==> src/verilog/hbc_pkg.sv <==
// Package for the H-bridge control logic: register map, field positions,
// reset values, timing counts and shared types.
// Assumes a 100 MHz system clock and a 32-bit AXI4-Lite register port.
`default_nettype none
package hbc_pkg;

    ////////////////////////////////////////////////////////////////////////
    // Clock and timing
    localparam int unsigned CLK_FREQ_HZ    = 100_000_000;
    localparam int unsigned DEAD_TIME_NS   = 500;
    // Least time, so round up; never below one cycle
    localparam int unsigned DEAD_CYC_RAW   = (DEAD_TIME_NS * (CLK_FREQ_HZ / 1_000_000)
                                              + 999) / 1000;
    localparam int unsigned DEAD_CYCLES    = (DEAD_CYC_RAW < 1) ? 1 : DEAD_CYC_RAW;
    localparam int unsigned DEAD_CNT_W     = 8;

    ////////////////////////////////////////////////////////////////////////
    // Register byte offsets
    localparam logic [7:0] CTRL_OFS       = 8'h00;
    localparam logic [7:0] STATUS_OFS     = 8'h04;
    localparam logic [7:0] IRQ_STAT_OFS   = 8'h08;
    localparam logic [7:0] IRQ_MASK_OFS   = 8'h0C;
    localparam logic [7:0] ID_OFS         = 8'h10;

    // Control register fields
    localparam int unsigned CTRL_FIRST_BIT  = 0;
    localparam int unsigned CTRL_SECOND_BIT = 1;
    localparam int unsigned CTRL_SRC_BIT    = 2;
    localparam int unsigned CTRL_SCHEME_BIT = 3;
    localparam logic [3:0]  CTRL_RESET      = 4'h0;

    // Interrupt status / mask fields (same layout)
    localparam int unsigned IRQ_UV_BIT   = 0;
    localparam int unsigned IRQ_OC_BIT   = 1;
    localparam int unsigned IRQ_OT_BIT   = 2;
    localparam int unsigned IRQ_OV_BIT   = 3;
    localparam int unsigned IRQ_W        = 4;
    localparam logic [3:0]  IRQ_MASK_RESET = 4'h0;

    // Identification word, value is arbitrary
    localparam logic [31:0] ID_VALUE     = 32'h4842_0001;

    // AXI responses
    localparam logic [1:0]  RESP_OKAY    = 2'h0;
    localparam logic [1:0]  RESP_SLVERR  = 2'h2;

    ////////////////////////////////////////////////////////////////////////
    // Half-bridge drive levels
    typedef enum logic [1:0] {
        HB_OFF  = 2'h0,   // Both switches off (high impedance)
        HB_LOW  = 2'h1,   // Low-side switch on
        HB_HIGH = 2'h2    // High-side switch on
    } hbc_drive_e;

    // Requested drive for the full bridge
    typedef struct packed {
        hbc_drive_e a;
        hbc_drive_e b;
    } hbc_bridge_s;

    // Analog protection comparator flags
    typedef struct packed {
        logic ov;
        logic ot;
        logic oc;
        logic uv;
    } hbc_fault_s;

endpackage
`default_nettype wire

==> src/verilog/hbc_half_bridge.sv <==
// One half-bridge gate sequencer with shoot-through protection.
// Assumes the requested drive level is synchronous to CLK.
`default_nettype none
module hbc_half_bridge
    import hbc_pkg::*;
#(
    parameter int unsigned DEAD_CYC = DEAD_CYCLES
) (
    input  wire logic       clk,
    input  wire logic       rst,
    input  wire hbc_drive_e req,
    output logic            hs_on,
    output logic            ls_on
);

    typedef enum logic [2:0] {
        ST_OFF  = 3'b001,
        ST_DEAD = 3'b010,
        ST_ON   = 3'b100
    } hbc_hb_state_e;

    hbc_hb_state_e         state_q;
    hbc_hb_state_e         state_d;
    hbc_drive_e            cur_q;
    hbc_drive_e            cur_d;
    logic [DEAD_CNT_W-1:0] cnt_q;
    logic [DEAD_CNT_W-1:0] cnt_d;

    // Release or swap waits out the gap; a one-cycle off is too short
    wire opposite = (req != HB_OFF) && (cur_q != HB_OFF) && (req != cur_q);
    wire cnt_done = (cnt_q == DEAD_CNT_W'(DEAD_CYC - 1));

    //////////////////////////////////////////////////////////////////////////
    // Next-state logic
    always_comb begin
        state_d = state_q;
        cur_d   = cur_q;
        cnt_d   = cnt_q;
        unique case (state_q)
            ST_OFF: begin
                if (req != HB_OFF) begin
                    cur_d   = req;
                    state_d = ST_ON;
                end
            end
            ST_ON: begin
                if ((req == HB_OFF) || opposite) begin
                    cnt_d   = '0;        // Dead interval, output high-Z
                    state_d = ST_DEAD;
                end
            end
            ST_DEAD: begin
                cnt_d = cnt_q + DEAD_CNT_W'(1);
                if (cnt_done) begin
                    cur_d   = req;       // Opposite switch only after the gap
                    state_d = (req == HB_OFF) ? ST_OFF : ST_ON;
                end
            end
            default: begin
                cur_d   = HB_OFF;
                state_d = ST_OFF;
            end
        endcase
    end

    // State registers
    always_ff @(posedge clk) begin
        if (rst) begin
            state_q <= ST_OFF;
            cur_q   <= HB_OFF;
            cnt_q   <= '0;
        end else begin
            state_q <= state_d;
            cur_q   <= cur_d;
            cnt_q   <= cnt_d;
        end
    end

    // Gate outputs decoded from registers only, never both high
    assign hs_on = (state_q == ST_ON) && (cur_q == HB_HIGH);
    assign ls_on = (state_q == ST_ON) && (cur_q == HB_LOW);

endmodule
`default_nettype wire

==> src/verilog/hbc_top.sv <==
// H-bridge control logic: command source and decode, sleep, protection
// braking, dead-time sequencing, fault pin and an AXI4-Lite register port.
// Assumes all pins are synchronous to CLK and the protection comparator
// flags arrive already deglitched from the analog side.
`default_nettype none
module hbc_top
    import hbc_pkg::*;
#(
    parameter int unsigned DEAD_CYC = DEAD_CYCLES,
    parameter int unsigned ADDR_W   = 8
) (
    input  wire logic              CLK,
    input  wire logic              RST,
    // Bridge command pins
    input  wire logic              FIRST_COMMAND_PIN,
    input  wire logic              SECOND_COMMAND_PIN,
    input  wire logic              SLEEP_REQUEST_N,
    // Protection comparator flags
    input  wire hbc_fault_s        FAULT_IN,
    // Gate drive for the two half-bridges
    output logic                   BRIDGE_OUTPUT_A_HS,
    output logic                   BRIDGE_OUTPUT_A_LS,
    output logic                   BRIDGE_OUTPUT_B_HS,
    output logic                   BRIDGE_OUTPUT_B_LS,
    // Open-drain fault pin: output level and enable
    output logic                   FAULT_FLAG_N_O,
    output logic                   FAULT_FLAG_N_OE,
    output logic                   IRQ,
    // AXI4-Lite slave
    input  wire logic [ADDR_W-1:0] S_AXI_AWADDR,
    input  wire logic              S_AXI_AWVALID,
    output logic                   S_AXI_AWREADY,
    input  wire logic [31:0]       S_AXI_WDATA,
    input  wire logic [3:0]        S_AXI_WSTRB,
    input  wire logic              S_AXI_WVALID,
    output logic                   S_AXI_WREADY,
    output logic [1:0]             S_AXI_BRESP,
    output logic                   S_AXI_BVALID,
    input  wire logic              S_AXI_BREADY,
    input  wire logic [ADDR_W-1:0] S_AXI_ARADDR,
    input  wire logic              S_AXI_ARVALID,
    output logic                   S_AXI_ARREADY,
    output logic [31:0]            S_AXI_RDATA,
    output logic [1:0]             S_AXI_RRESP,
    output logic                   S_AXI_RVALID,
    input  wire logic              S_AXI_RREADY
);

    ////////////////////////////////////////////////////////////////////////
    // Register state
    logic [3:0]        ctrl_q;
    logic [IRQ_W-1:0]  irq_stat_q;
    logic [IRQ_W-1:0]  irq_stat_d;
    logic [IRQ_W-1:0]  irq_mask_q;

    // Write channel
    logic [ADDR_W-1:0] awaddr_q;
    logic              aw_held_q;
    logic [31:0]       wdata_q;
    logic [3:0]        wstrb_q;
    logic              w_held_q;
    logic              bvalid_q;
    logic [1:0]        bresp_q;

    // Read channel
    logic              rvalid_q;
    logic [1:0]        rresp_q;
    logic [31:0]       rdata_q;

    // Fault pin
    logic              fault_n_q;

    ////////////////////////////////////////////////////////////////////////
    // Control fields
    wire first_command_regbit  = ctrl_q[CTRL_FIRST_BIT];
    wire second_command_regbit = ctrl_q[CTRL_SECOND_BIT];
    wire bridge_source_select  = ctrl_q[CTRL_SRC_BIT];
    wire decode_scheme_select  = ctrl_q[CTRL_SCHEME_BIT];

    // Command source mux; register bits allow pin-free operation
    wire cmd_first  = bridge_source_select ? first_command_regbit
                                           : FIRST_COMMAND_PIN;
    wire cmd_second = bridge_source_select ? second_command_regbit
                                           : SECOND_COMMAND_PIN;

    // Sleep pin is active low
    wire awake      = SLEEP_REQUEST_N;

    ////////////////////////////////////////////////////////////////////////
    // Decode of the requested bridge state
    hbc_bridge_s pe_req;
    hbc_bridge_s pwm_req;
    hbc_bridge_s dec_req;
    hbc_bridge_s bridge_req;

    // Phase/enable: enable low brakes, phase picks direction
    always_comb begin
        if (!cmd_first) begin
            pe_req = '{a: HB_LOW,  b: HB_LOW};
        end else if (cmd_second) begin
            pe_req = '{a: HB_HIGH, b: HB_LOW};
        end else begin
            pe_req = '{a: HB_LOW,  b: HB_HIGH};
        end
    end

    // Two-input PWM: coast, reverse, forward, brake
    always_comb begin
        unique case ({cmd_first, cmd_second})
            2'b00:   pwm_req = '{a: HB_OFF,  b: HB_OFF};
            2'b01:   pwm_req = '{a: HB_LOW,  b: HB_HIGH};
            2'b10:   pwm_req = '{a: HB_HIGH, b: HB_LOW};
            default: pwm_req = '{a: HB_LOW,  b: HB_LOW};
        endcase
    end

    // Scheme select
    assign dec_req = decode_scheme_select ? pwm_req : pe_req;

    // Bridge counts as disabled when asleep, or when the decode leaves it
    // coasting; overvoltage then brakes to clamp back-EMF. Shutdown faults
    // otherwise keep the bridge off.
    wire bridge_idle = !awake || (dec_req.a == HB_OFF && dec_req.b == HB_OFF);
    wire shut_fault  = FAULT_IN.uv || FAULT_IN.oc || FAULT_IN.ot;

    always_comb begin
        if (FAULT_IN.ov && bridge_idle) begin
            bridge_req = '{a: HB_LOW, b: HB_LOW};
        end else if (!awake || shut_fault) begin
            bridge_req = '{a: HB_OFF, b: HB_OFF};
        end else begin
            bridge_req = dec_req;
        end
    end

    ////////////////////////////////////////////////////////////////////////
    // Dead-time sequencers, one per half-bridge
    // Half A
    hbc_half_bridge #(
        .DEAD_CYC (DEAD_CYC)
    ) u_hb_a (
        .clk   (CLK),
        .rst   (RST),
        .req   (bridge_req.a),
        .hs_on (BRIDGE_OUTPUT_A_HS),
        .ls_on (BRIDGE_OUTPUT_A_LS)
    );

    // Half B
    hbc_half_bridge #(
        .DEAD_CYC (DEAD_CYC)
    ) u_hb_b (
        .clk   (CLK),
        .rst   (RST),
        .req   (bridge_req.b),
        .hs_on (BRIDGE_OUTPUT_B_HS),
        .ls_on (BRIDGE_OUTPUT_B_LS)
    );

    ////////////////////////////////////////////////////////////////////////
    // Fault pin: open drain, driven only while pulling low
    always_ff @(posedge CLK) begin
        if (RST) begin
            fault_n_q <= 1'b1;
        end else begin
            fault_n_q <= !shut_fault;
        end
    end

    // Never driven high; the board pull-up releases it
    assign FAULT_FLAG_N_O  = 1'b0;
    assign FAULT_FLAG_N_OE = !fault_n_q;

    ////////////////////////////////////////////////////////////////////////
    // AXI4-Lite write path: address and data accepted in either order
    wire aw_take  = S_AXI_AWVALID && S_AXI_AWREADY;
    wire w_take   = S_AXI_WVALID && S_AXI_WREADY;
    wire aw_have  = aw_held_q || aw_take;
    wire w_have   = w_held_q || w_take;
    wire do_write = aw_have && w_have && !bvalid_q;

    // A parked beat is used ahead of the live bus
    wire [ADDR_W-1:0] wr_addr = aw_held_q ? awaddr_q : S_AXI_AWADDR;
    wire [31:0]       wr_data = w_held_q ? wdata_q : S_AXI_WDATA;
    wire [3:0]        wr_strb = w_held_q ? wstrb_q : S_AXI_WSTRB;
    wire              wr_lane = wr_strb[0];
    // Decoded write targets
    wire              wr_ctrl = do_write && wr_addr == ADDR_W'(CTRL_OFS) && wr_lane;
    wire              wr_mask = do_write && wr_addr == ADDR_W'(IRQ_MASK_OFS) && wr_lane;
    wire              wr_ok   = wr_addr == ADDR_W'(CTRL_OFS) ||
                                wr_addr == ADDR_W'(STATUS_OFS) ||
                                wr_addr == ADDR_W'(IRQ_STAT_OFS) ||
                                wr_addr == ADDR_W'(IRQ_MASK_OFS) ||
                                wr_addr == ADDR_W'(ID_OFS);

    // Ready drops while a beat is parked or the response is pending
    assign S_AXI_AWREADY = !aw_held_q && !bvalid_q;
    assign S_AXI_WREADY  = !w_held_q && !bvalid_q;
    assign S_AXI_BVALID  = bvalid_q;
    assign S_AXI_BRESP   = bresp_q;

    // Parked beats and write response
    always_ff @(posedge CLK) begin
        if (RST) begin
            aw_held_q <= 1'b0;
            w_held_q  <= 1'b0;
            awaddr_q  <= '0;
            wdata_q   <= '0;
            wstrb_q   <= '0;
            bvalid_q  <= 1'b0;
            bresp_q   <= RESP_OKAY;
        end else begin
            if (do_write) begin
                aw_held_q <= 1'b0;
                w_held_q  <= 1'b0;
                bvalid_q  <= 1'b1;
                bresp_q   <= wr_ok ? RESP_OKAY : RESP_SLVERR;
            end else begin
                if (aw_take) begin
                    aw_held_q <= 1'b1;
                    awaddr_q  <= S_AXI_AWADDR;
                end
                if (w_take) begin
                    w_held_q <= 1'b1;
                    wdata_q  <= S_AXI_WDATA;
                    wstrb_q  <= S_AXI_WSTRB;
                end
                if (bvalid_q && S_AXI_BREADY) begin
                    bvalid_q <= 1'b0;
                end
            end
        end
    end

    // Control and mask registers
    always_ff @(posedge CLK) begin
        if (RST) begin
            ctrl_q     <= CTRL_RESET;
            irq_mask_q <= IRQ_MASK_RESET;
        end else begin
            if (wr_ctrl) begin
                ctrl_q <= wr_data[3:0];
            end
            if (wr_mask) begin
                irq_mask_q <= wr_data[IRQ_W-1:0];
            end
        end
    end

    ////////////////////////////////////////////////////////////////////////
    // AXI4-Lite read path, one outstanding read
    wire ar_take  = S_AXI_ARVALID && S_AXI_ARREADY;
    // Reading the event register clears it
    wire rd_istat = ar_take && S_AXI_ARADDR == ADDR_W'(IRQ_STAT_OFS);

    // Live status; not sticky, unlike the event bits
    wire [31:0] status_word = {27'h0, fault_n_q, !awake, FAULT_IN.ov, shut_fault,
                               BRIDGE_OUTPUT_A_HS || BRIDGE_OUTPUT_A_LS ||
                               BRIDGE_OUTPUT_B_HS || BRIDGE_OUTPUT_B_LS};

    logic [31:0] rd_word;
    logic        rd_hit;

    // Read decode; unmapped offsets answer SLVERR with zero data
    always_comb begin
        rd_hit = 1'b1;
        unique case (S_AXI_ARADDR)
            ADDR_W'(CTRL_OFS):     rd_word = {28'h0, ctrl_q};
            ADDR_W'(STATUS_OFS):   rd_word = status_word;
            ADDR_W'(IRQ_STAT_OFS): rd_word = {28'h0, irq_stat_q};
            ADDR_W'(IRQ_MASK_OFS): rd_word = {28'h0, irq_mask_q};
            ADDR_W'(ID_OFS):       rd_word = ID_VALUE;
            default: begin
                rd_word = 32'h0000_0000;
                rd_hit  = 1'b0;
            end
        endcase
    end

    // A new address waits until the read data is taken
    assign S_AXI_ARREADY = !rvalid_q;
    assign S_AXI_RVALID  = rvalid_q;
    assign S_AXI_RDATA   = rdata_q;
    assign S_AXI_RRESP   = rresp_q;

    // Read data register
    always_ff @(posedge CLK) begin
        if (RST) begin
            rvalid_q <= 1'b0;
            rdata_q  <= '0;
            rresp_q  <= RESP_OKAY;
        end else if (ar_take) begin
            rvalid_q <= 1'b1;
            rdata_q  <= rd_word;
            rresp_q  <= rd_hit ? RESP_OKAY : RESP_SLVERR;
        end else if (rvalid_q && S_AXI_RREADY) begin
            rvalid_q <= 1'b0;
        end
    end

    ////////////////////////////////////////////////////////////////////////
    // Sticky event bits: a read clears, but a new event in the same
    // cycle wins so no event is lost
    wire [IRQ_W-1:0] events = {FAULT_IN.ov, FAULT_IN.ot, FAULT_IN.oc, FAULT_IN.uv};

    always_comb begin
        irq_stat_d = rd_istat ? '0 : irq_stat_q;
        irq_stat_d = irq_stat_d | events;
    end

    // Event register
    always_ff @(posedge CLK) begin
        if (RST) begin
            irq_stat_q <= '0;
        end else begin
            irq_stat_q <= irq_stat_d;
        end
    end

    // Level interrupt while any unmasked bit is set
    assign IRQ = |(irq_stat_q & irq_mask_q);

endmodule
`default_nettype wire

==> config.mk <==
export PLATFORM = sky130hd
export DESIGN_NAME = hbc_top
export DESIGN_NICKNAME = d
export VERILOG_FILES = /design/src/verilog/hbc_pkg.sv /design/src/verilog/hbc_half_bridge.sv /design/src/verilog/hbc_top.sv
export SDC_FILE = /design/constraint.sdc
export NUM_CORES = 1
export LEC_CHECK = 0
export ABC_AREA = 1
export BUFFER_PORTS_ARGS = -buffer_cell sky130_fd_sc_hd__buf_2
export CORE_MARGIN = 2
export CORE_UTILIZATION = 52
export DETAILED_ROUTE_END_ITERATION = 8
export PLACE_DENSITY = 0.77
export REMOVE_ABC_BUFFERS = 1
export SYNTH_ARGS = -nofsm -noshare
export SYNTH_HDL_FRONTEND = slang
export SYNTH_SLANG_ARGS = --single-unit
==> constraint.sdc <==
create_clock -name CLK -period 1.73 [get_ports CLK]
set_clock_uncertainty 0.1 [all_clocks]
set_input_delay 0.0865 -clock CLK [delete_from_list [all_inputs] [get_ports CLK]]
set_output_delay 0.0865 -clock CLK [all_outputs]
set_load 0.05 [all_outputs]
# [Yosys cells after proc, flatten, opt, wreduce, memory -nomap -nowiden]
# Cells that the tools add are included.
# Widths: inputs -> output; s select.
[op_classes] add_sub_neg=2 reduce_logical=72 bitwise=5 n_eq_ne=30 muxes=40
[ops] operator="$pmux 31 s5" n=1
[ops] operator="$eq 8x4->1 const B" n=4
[ops] operator="$pmux 8 s2" n=2
[ops] operator="$mux 4" n=7
[ops] operator="$logic_and 1x1->1" n=24
[ops] operator="$mux 3" n=8
[ops] operator="$mux 8" n=3
[ops] operator="$pmux 3 s3" n=2
[ops] operator="$add 8x1->8 const B" n=2
[ops] operator="$eq 8x3->1 const B" n=2
[ops] operator="$eq 8x5->1 const B" n=2
[ops] operator="$eq 8x6->1 const B" n=2
[ops] operator="$logic_not 8->1" n=2
[ops] operator="$reduce_bool 2->1" n=8
[ops] operator="$logic_or 1x1->1" n=15
[ops] operator="$mux 2" n=6
[ops] operator="$ne 2x1->1 const B" n=6
[ops] operator="$pmux 2 s3" n=2
[ops] operator="$pmux 4 s3" n=1
[ops] operator="$reduce_and 3->1" n=4
[ops] operator="$logic_not 2->1" n=5
[ops] operator="$mux 1" n=8
[ops] operator="$reduce_and 2->1" n=4
[ops] operator="$logic_not 1->1" n=7
[ops] operator="other kinds (12)" n=22
[totals] wordCells=169 regBits=92 out_inout_bits=48 inputBits=66

# [Logic depth before layout (Yosys ltp)]
[depth] word_depth=15 ltp_mapped=13 ltp_nobuf=13

# [Cells and area by module]
# A second synthesis with hierarchy kept.
[unflattened] hier_cells=574 area_unflattened_um2=3754.9
[modules_own_cells] mod="hbc_top" n_inst=1 area_each_um2=2223.4 seq_area_each_um2=760.7 cells_each=342
[modules_own_cells] mod="hbc_half_bridge" n_inst=2 area_each_um2=765.7 seq_area_each_um2=260.2 cells_each=116

# [Worst setup path after synthesis]
# No wires, ideal clock.
[synth_timing] kind="reg-to-reg" start="reg bvalid_q, in the netlist S_AXI_BVALID" end="reg ctrl_q[3]" setup_ns=0.122 required_time_ns=1.508 period_less_slack_ns=2.316 arrival_time_ns=2.095 stages_incl_launch_ff=9 path_buffers=0 path_slack_ns=-0.586 path_cell_list="dfxtp_1 > nor2_1 > nand2_1 > nand2_1 > nand3b_2 > nor2_1 > nand2_1 > o21ai_0 > a21oi_1"
[synth_between] elab_chain_cells=8 word_cells_on_any_way=11 classes_between="reduce/logical (11)"
[synth_rtl] element="start, declared" line="hbc_top.sv:62" source="logic bvalid_q;"
[synth_rtl] element="start signal, assigned" line="hbc_top.sv:210" source="bvalid_q <= 1'b0;"
[synth_rtl] element="start signal, assigned" line="hbc_top.sv:216" source="bvalid_q <= 1'b1;"
[synth_rtl] element="start signal, assigned" line="hbc_top.sv:229" source="bvalid_q <= 1'b0;"
[synth_rtl] element="$logic_not 1->1" line="hbc_top.sv:197" source="assign S_AXI_AWREADY = !aw_held_q && !bvalid_q;"
[synth_rtl] element="$logic_and 1x1->1" line="hbc_top.sv:197"
[synth_rtl] element="net S_AXI_AWREADY" line="hbc_top.sv:32" source="output logic S_AXI_AWREADY,"
[synth_rtl] element="$logic_and 1x1->1" line="hbc_top.sv:176" source="wire aw_take = S_AXI_AWVALID && S_AXI_AWREADY;"
[synth_rtl] element="$logic_or 1x1->1" line="hbc_top.sv:178" source="wire aw_have = aw_held_q || aw_take;"
[synth_rtl] element="$logic_and 1x1->1 (2 in a row)" line="hbc_top.sv:180" source="wire do_write = aw_have && w_have && !bvalid_q;"
[synth_rtl] element="$logic_and 1x1->1 (2 in a row)" line="hbc_top.sv:188" source="wire wr_ctrl = do_write && wr_addr == ADDR_W'(CTRL_OFS) && wr_lane;"
[synth_rtl] element="end signal, assigned" line="hbc_top.sv:242" source="ctrl_q <= wr_data[3:0];"
[synth_rtl] element="end, declared" line="hbc_top.sv:51" source="logic [3:0] ctrl_q;"
# The timed path passes the listed nets, and every way through them passes these cells.
# A chain may end at the register's enable or synchronous reset.

# [Final worst setup path]
[layout_timing] start="reg ctrl_q[2]" end="reg u_hb_a.state_q[2]"
[layout_between] elab_chain_cells=15 word_cells_on_any_way=28 classes_between="eq/ne (5); mux (11); reduce/logical (12)"
[layout_rtl] element="$mux 1 (on tied branches)" line="hbc_top.sv:83, hbc_top.sv:81"
[layout_rtl] element="$eq 2x2->1, or another cell as far along" line="hbc_top.sv:109" source="unique case ({cmd_first, cmd_second})"
[layout_rtl] element="$pmux 4 s3 or $mux 4 (tied branches)" line="hbc_top.sv:109, hbc_top.sv:98"
[layout_rtl] element="$mux 4 (*)" line="hbc_top.sv:118" source="assign dec_req = decode_scheme_select ? pwm_req : pe_req;"
[layout_rtl] element="$logic_not 2->1" line="hbc_top.sv:123" source="wire bridge_idle = !awake || (dec_req.a == HB_OFF && dec_req.b == HB_OFF);"
[layout_rtl] element="$logic_and 1x1->1" line="hbc_top.sv:123"
[layout_rtl] element="$logic_or 1x1->1" line="hbc_top.sv:123"
[layout_rtl] element="$logic_and 1x1->1" line="hbc_top.sv:127" source="if (FAULT_IN.ov && bridge_idle) begin"
[layout_rtl] element="$mux 4 (*)" line="hbc_top.sv:127"
[layout_rtl] element="$reduce_bool 2->1" line="hbc_half_bridge.sv:30, hbc_half_bridge.sv:41"
[layout_rtl] element="$logic_and 1x1->1 (2 in a row)" line="hbc_half_bridge.sv:30" source="wire opposite = (req != HB_OFF) && (cur_q != HB_OFF) && (req != cur_q);"
[layout_rtl] element="$logic_or 1x1->1" line="hbc_half_bridge.sv:47" source="if ((req == HB_OFF) || opposite) begin"
[layout_rtl] element="$ne 2x1->1 (no source line)"
[layout_rtl] element="$reduce_and 3->1 (no source line)"
[layout_rtl] element="end signal, assigned" line="hbc_half_bridge.sv:73" source="state_q <= state_d;"
[layout_rtl] element="end, declared" line="hbc_half_bridge.sv:22" source="hbc_hb_state_e state_q;"
# Every way passes the cells marked *; elsewhere a longest branch is shown, timed or not. The select of a mux whose other input is x is not followed.

==> run_results.csv <==
group,metric,value,unit
run_status,outcome,"finished, final reports clean",
finish,layout-drive-gt1-share,27.7,%
setup_path,path_max_fanout,6,
setup_path,regToRegSetupSlack,0.02,ns
timing,finalSetupTns,0,ns
timing,slew_viol_final,0,
synthesis,synth_compound_area_share,17.8,%
clocking,clkLatencyLatePin,0.36,ns
power_and_ir_drop,total_power,4150,uW
clocking,root_buffer,"clkbuf_8",
synthesis,synth-xor-area-share,0.230,%
die,die_area,8040,sq um
setup_path,crit_family,"simple AND/OR/NAND/NOR gates",
synthesis,synth.ff_latch_count,64,
min_path,hold_path.class,"in2reg",
global_routing,grt_pass1_wl,14.1,mm
setup_path,cp-start-kind,"register",
global_routing,antenna_found_initial,0,
finish,final_nets,689,
die,core_area,7180,sq um
timing,finalHoldViolCount,0,
timing,period_needed,1.71,ns
drt,first_pass_iters,4,
synthesis,syn_area,3810,sq um
min_path,hp-start,"S_AXI_ARADDR[2]",
finish,mostFrequentLayoutCell,"nand2_1",
synthesis,synth_flop_cell,"dfxtp_1",
global_routing,grt-ovfl-total,0,
clocking,cts_buffers,9,
finish,final_cell_mix,"92 x nand2_1, 68 x inv_1, 59 x dfxtp_1, 50 x buf_2, 44 x nor2_1",
timing,setup_viol,0,
die,rows,31,
synthesis,synth_cell_types,39,
synthesis,synth_top_family_by_area,"simple AND/OR/NAND/NOR gates",
clocking,tritoncts,"yes",
drt,vias_per_cell,5.04,
clocking,htree_levels,3,
power_and_ir_drop,peakVddDrop,535,uV
clocking,clockBufferDepth,2,
placement,portBuffers,56,
global_routing,grt_pass1_vias,3367,
synthesis,ys_warn_count,0,
placement,hpwl,5.97,mm
timing,timing.fmax,584,MHz
die,start_util,53.2,%
synthesis,synth_cells,531,
power_and_ir_drop,power_density,886,nW/um^2
die,die_y,89.7,microns
timing,rsz0062_at_grt,"true",
timing,min_period_over_period,99.1,%
drt,wl_per_cell,11.7,microns
finish,area_growth,22.6,%
synthesis,syn_avg_cell_area,7.18,sq um
setup_path,cp_common_cell,"nand2_2",
die,io-pin-count,114,
setup_path,crit_slowest_cell,"dfxtp_4",
setup_path,end_kind,"register",
die,die_w,89.7,microns
timing,holdWs,0.00535,ns
synthesis,synth_enable_flop_cells,0,
setup_path,crit-reg2reg-launch,"ctrl_q[2]$_SDFFE_PP0P_",
synthesis,seq_area_frac_synth,33.6,%
synthesis,synth-simple-area-share,31.8,%
global_routing,grt_start_max_net_pins,29,
drt,ant_nets,0,
setup_path,reg2reg_depth,13,
drt,remaining_drc_errors,0,
clocking,numClockSinks,64,
synthesis,synth_mux_area_share,0.525,%
timing,finalWorstSetupSlack,0.0164,ns
drt,drt-initial-drc-count,165,
setup_path,critPathBufInv,3,
clocking,clk_pin_slew,0.08,ns
setup_path,timing.setup.critical_path_class,"reg2reg",
setup_path,crit_arrival,1.91,ns
job,maxCapViolCount,0,
finish,n_antenna_cell,0,
min_path,whs_path_depth,4,
global_routing,groute.usage.overall,22.2,%
power_and_ir_drop,p_leak,0.00206,uW
synthesis,yosysTopAreaCellShare,33.6,%
synthesis,async_flop_share,0,%
synthesis,synth_fa_ha_area_share,1.31,%
placement,gp_congestion,0.878,
setup_path,slowest_delay,0.38,ns
setup_path,cp.depth,13,
setup_path,critPathLaunch,"ctrl_q[2]$_SDFFE_PP0P_",
setup_path,worstPathRequired,1.93,ns
finish,fin_util,65.2,%
setup_path,crit_chain,"inv_4 -> nand2_2 -> nand2_2 -> nor2_2 -> nor2_2 -> nand2_2 -> nand3_4 -> inv_4 -> nand2_4 -> nand2_2 -> o21ai_2 -> nand2_1 -> inv_1",
drt,vias,3642,
drt,wirelength,8.48,mm
placement,dp_slack,0.00276,ns
synthesis,synth_top_area_cell,"dfxtp_1",
synthesis,synth_area_leaders,"dfxtp_1 34%, nand2_1 9.4%, inv_1 7.1%",
-- worst paths after layout --
path | to
hold reg to reg | awaddr_q[4]$_SDFFE_PP0P_
setup / recovery | u_hb_a.state_q[2]$_SDFFE_PP0P_
hold / removal | S_AXI_RDATA[0]$_SDFFE_PP0P_
setup reg to reg | u_hb_a.state_q[2]$_SDFFE_PP0P_
-- stage by stage --
step | cells | cell area, sq um
2_1_floorplan | 514 | 3640
3_3_place_gp | 683 | 4160
3_5_place_dp | 683 | 4160
4_1_cts | 719 | 4540
5_1_grt | 723 | 4680
6_report | 723 | 4680
-- where the power goes --
group	switching, uW	internal [uW]
sequential	110	1610
combinational	849	386
clock	631	563
total	1590	2560
-- routing by layer --
| metal | part of all wire (%) | GRT usage, % | vias to the layer above |
|---|---|---|---|
| met3 | 4.9 | 4.20 | 14 |
| met1 | 44 | 26.0 | 1696 |
| li1 | - | - | 1857 |
| met5 | 0 | 0 | - |
| met2 | 50 | 39.8 | 75 |
| met4 | 1.3 | 8.55 | 0 |
-- kinds of logic (layout without fill, tap and decap cells) --
group | count (synthesis) | in the layout
AOI/OAI and AO/OA | 114 | 114
xor gates and xnor gates | 1 | 1
adders and majority gates | 4 | 4
buffers and inverters | 118 | 185
DFF | 64 | 64
muxes | 2 | 2
other | 1 | 26
and+or+nand+nor | 227 | 228
-- worst min-delay path: stages --
cell	delay, ns
buf_2	0.10
nor2_1	0.09
nand2_1	0.07
a31oi_1	0.07
-- registers in the layout (all words and copies together), names as in the netlist, 2 cells and up --
signal / cells
irq_mask_q: 4
ctrl_q: 4
u_hb_a.cnt_q: 8
u_hb_a.cur_q: 2
S_AXI_RDATA: 6
u_hb_b.cnt_q: 8
irq_stat_q: 4
awaddr_q: 8
u_hb_a.state_q: 3
u_hb_b.cur_q: 2
u_hb_b.state_q: 3
wdata_q: 4
-- synthesized netlist by cell type, types with 2 or more instances --
library cell	count
a21oi_1	44
a21oi_2	16
buf_1	2
buf_2	5
buf_4	29
clkbuf_1	6
dfxtp_1	64
ha_1	4
inv_1	72
inv_2	3
mux2i_1	2
nand2_1	96
nand2_2	7
nand2_4	2
nand2_8	2
nand3_1	29
nand3_2	16
nand3_4	3
nand4_1	14
nor2_1	44
nor2_2	2
nor3_1	3
nor3_4	4
o21ai_0	41
o21ai_1	5
or2_2	3
-- area by class of cell --
type                    instances  area [sq um]
clock buffers                  10           138
clock inverters                 6          43.8
fillers                       614          2500
inverters                      76           290
multi-input cells             375          2150
flip-flops and latches         64          1290
well taps                      99           124
repair buffers                 93           638
-- repair_timing --
item	in CTS	in global routing
pin swaps	0	12
resized for setup	2	37
hold endpoints to repair	22	0
endpoints found under the setup margin	4	36
setup buffers	0	5
hold buffers	20	0
gates cloned	0	1
Power figures use the tool's default switching activity.
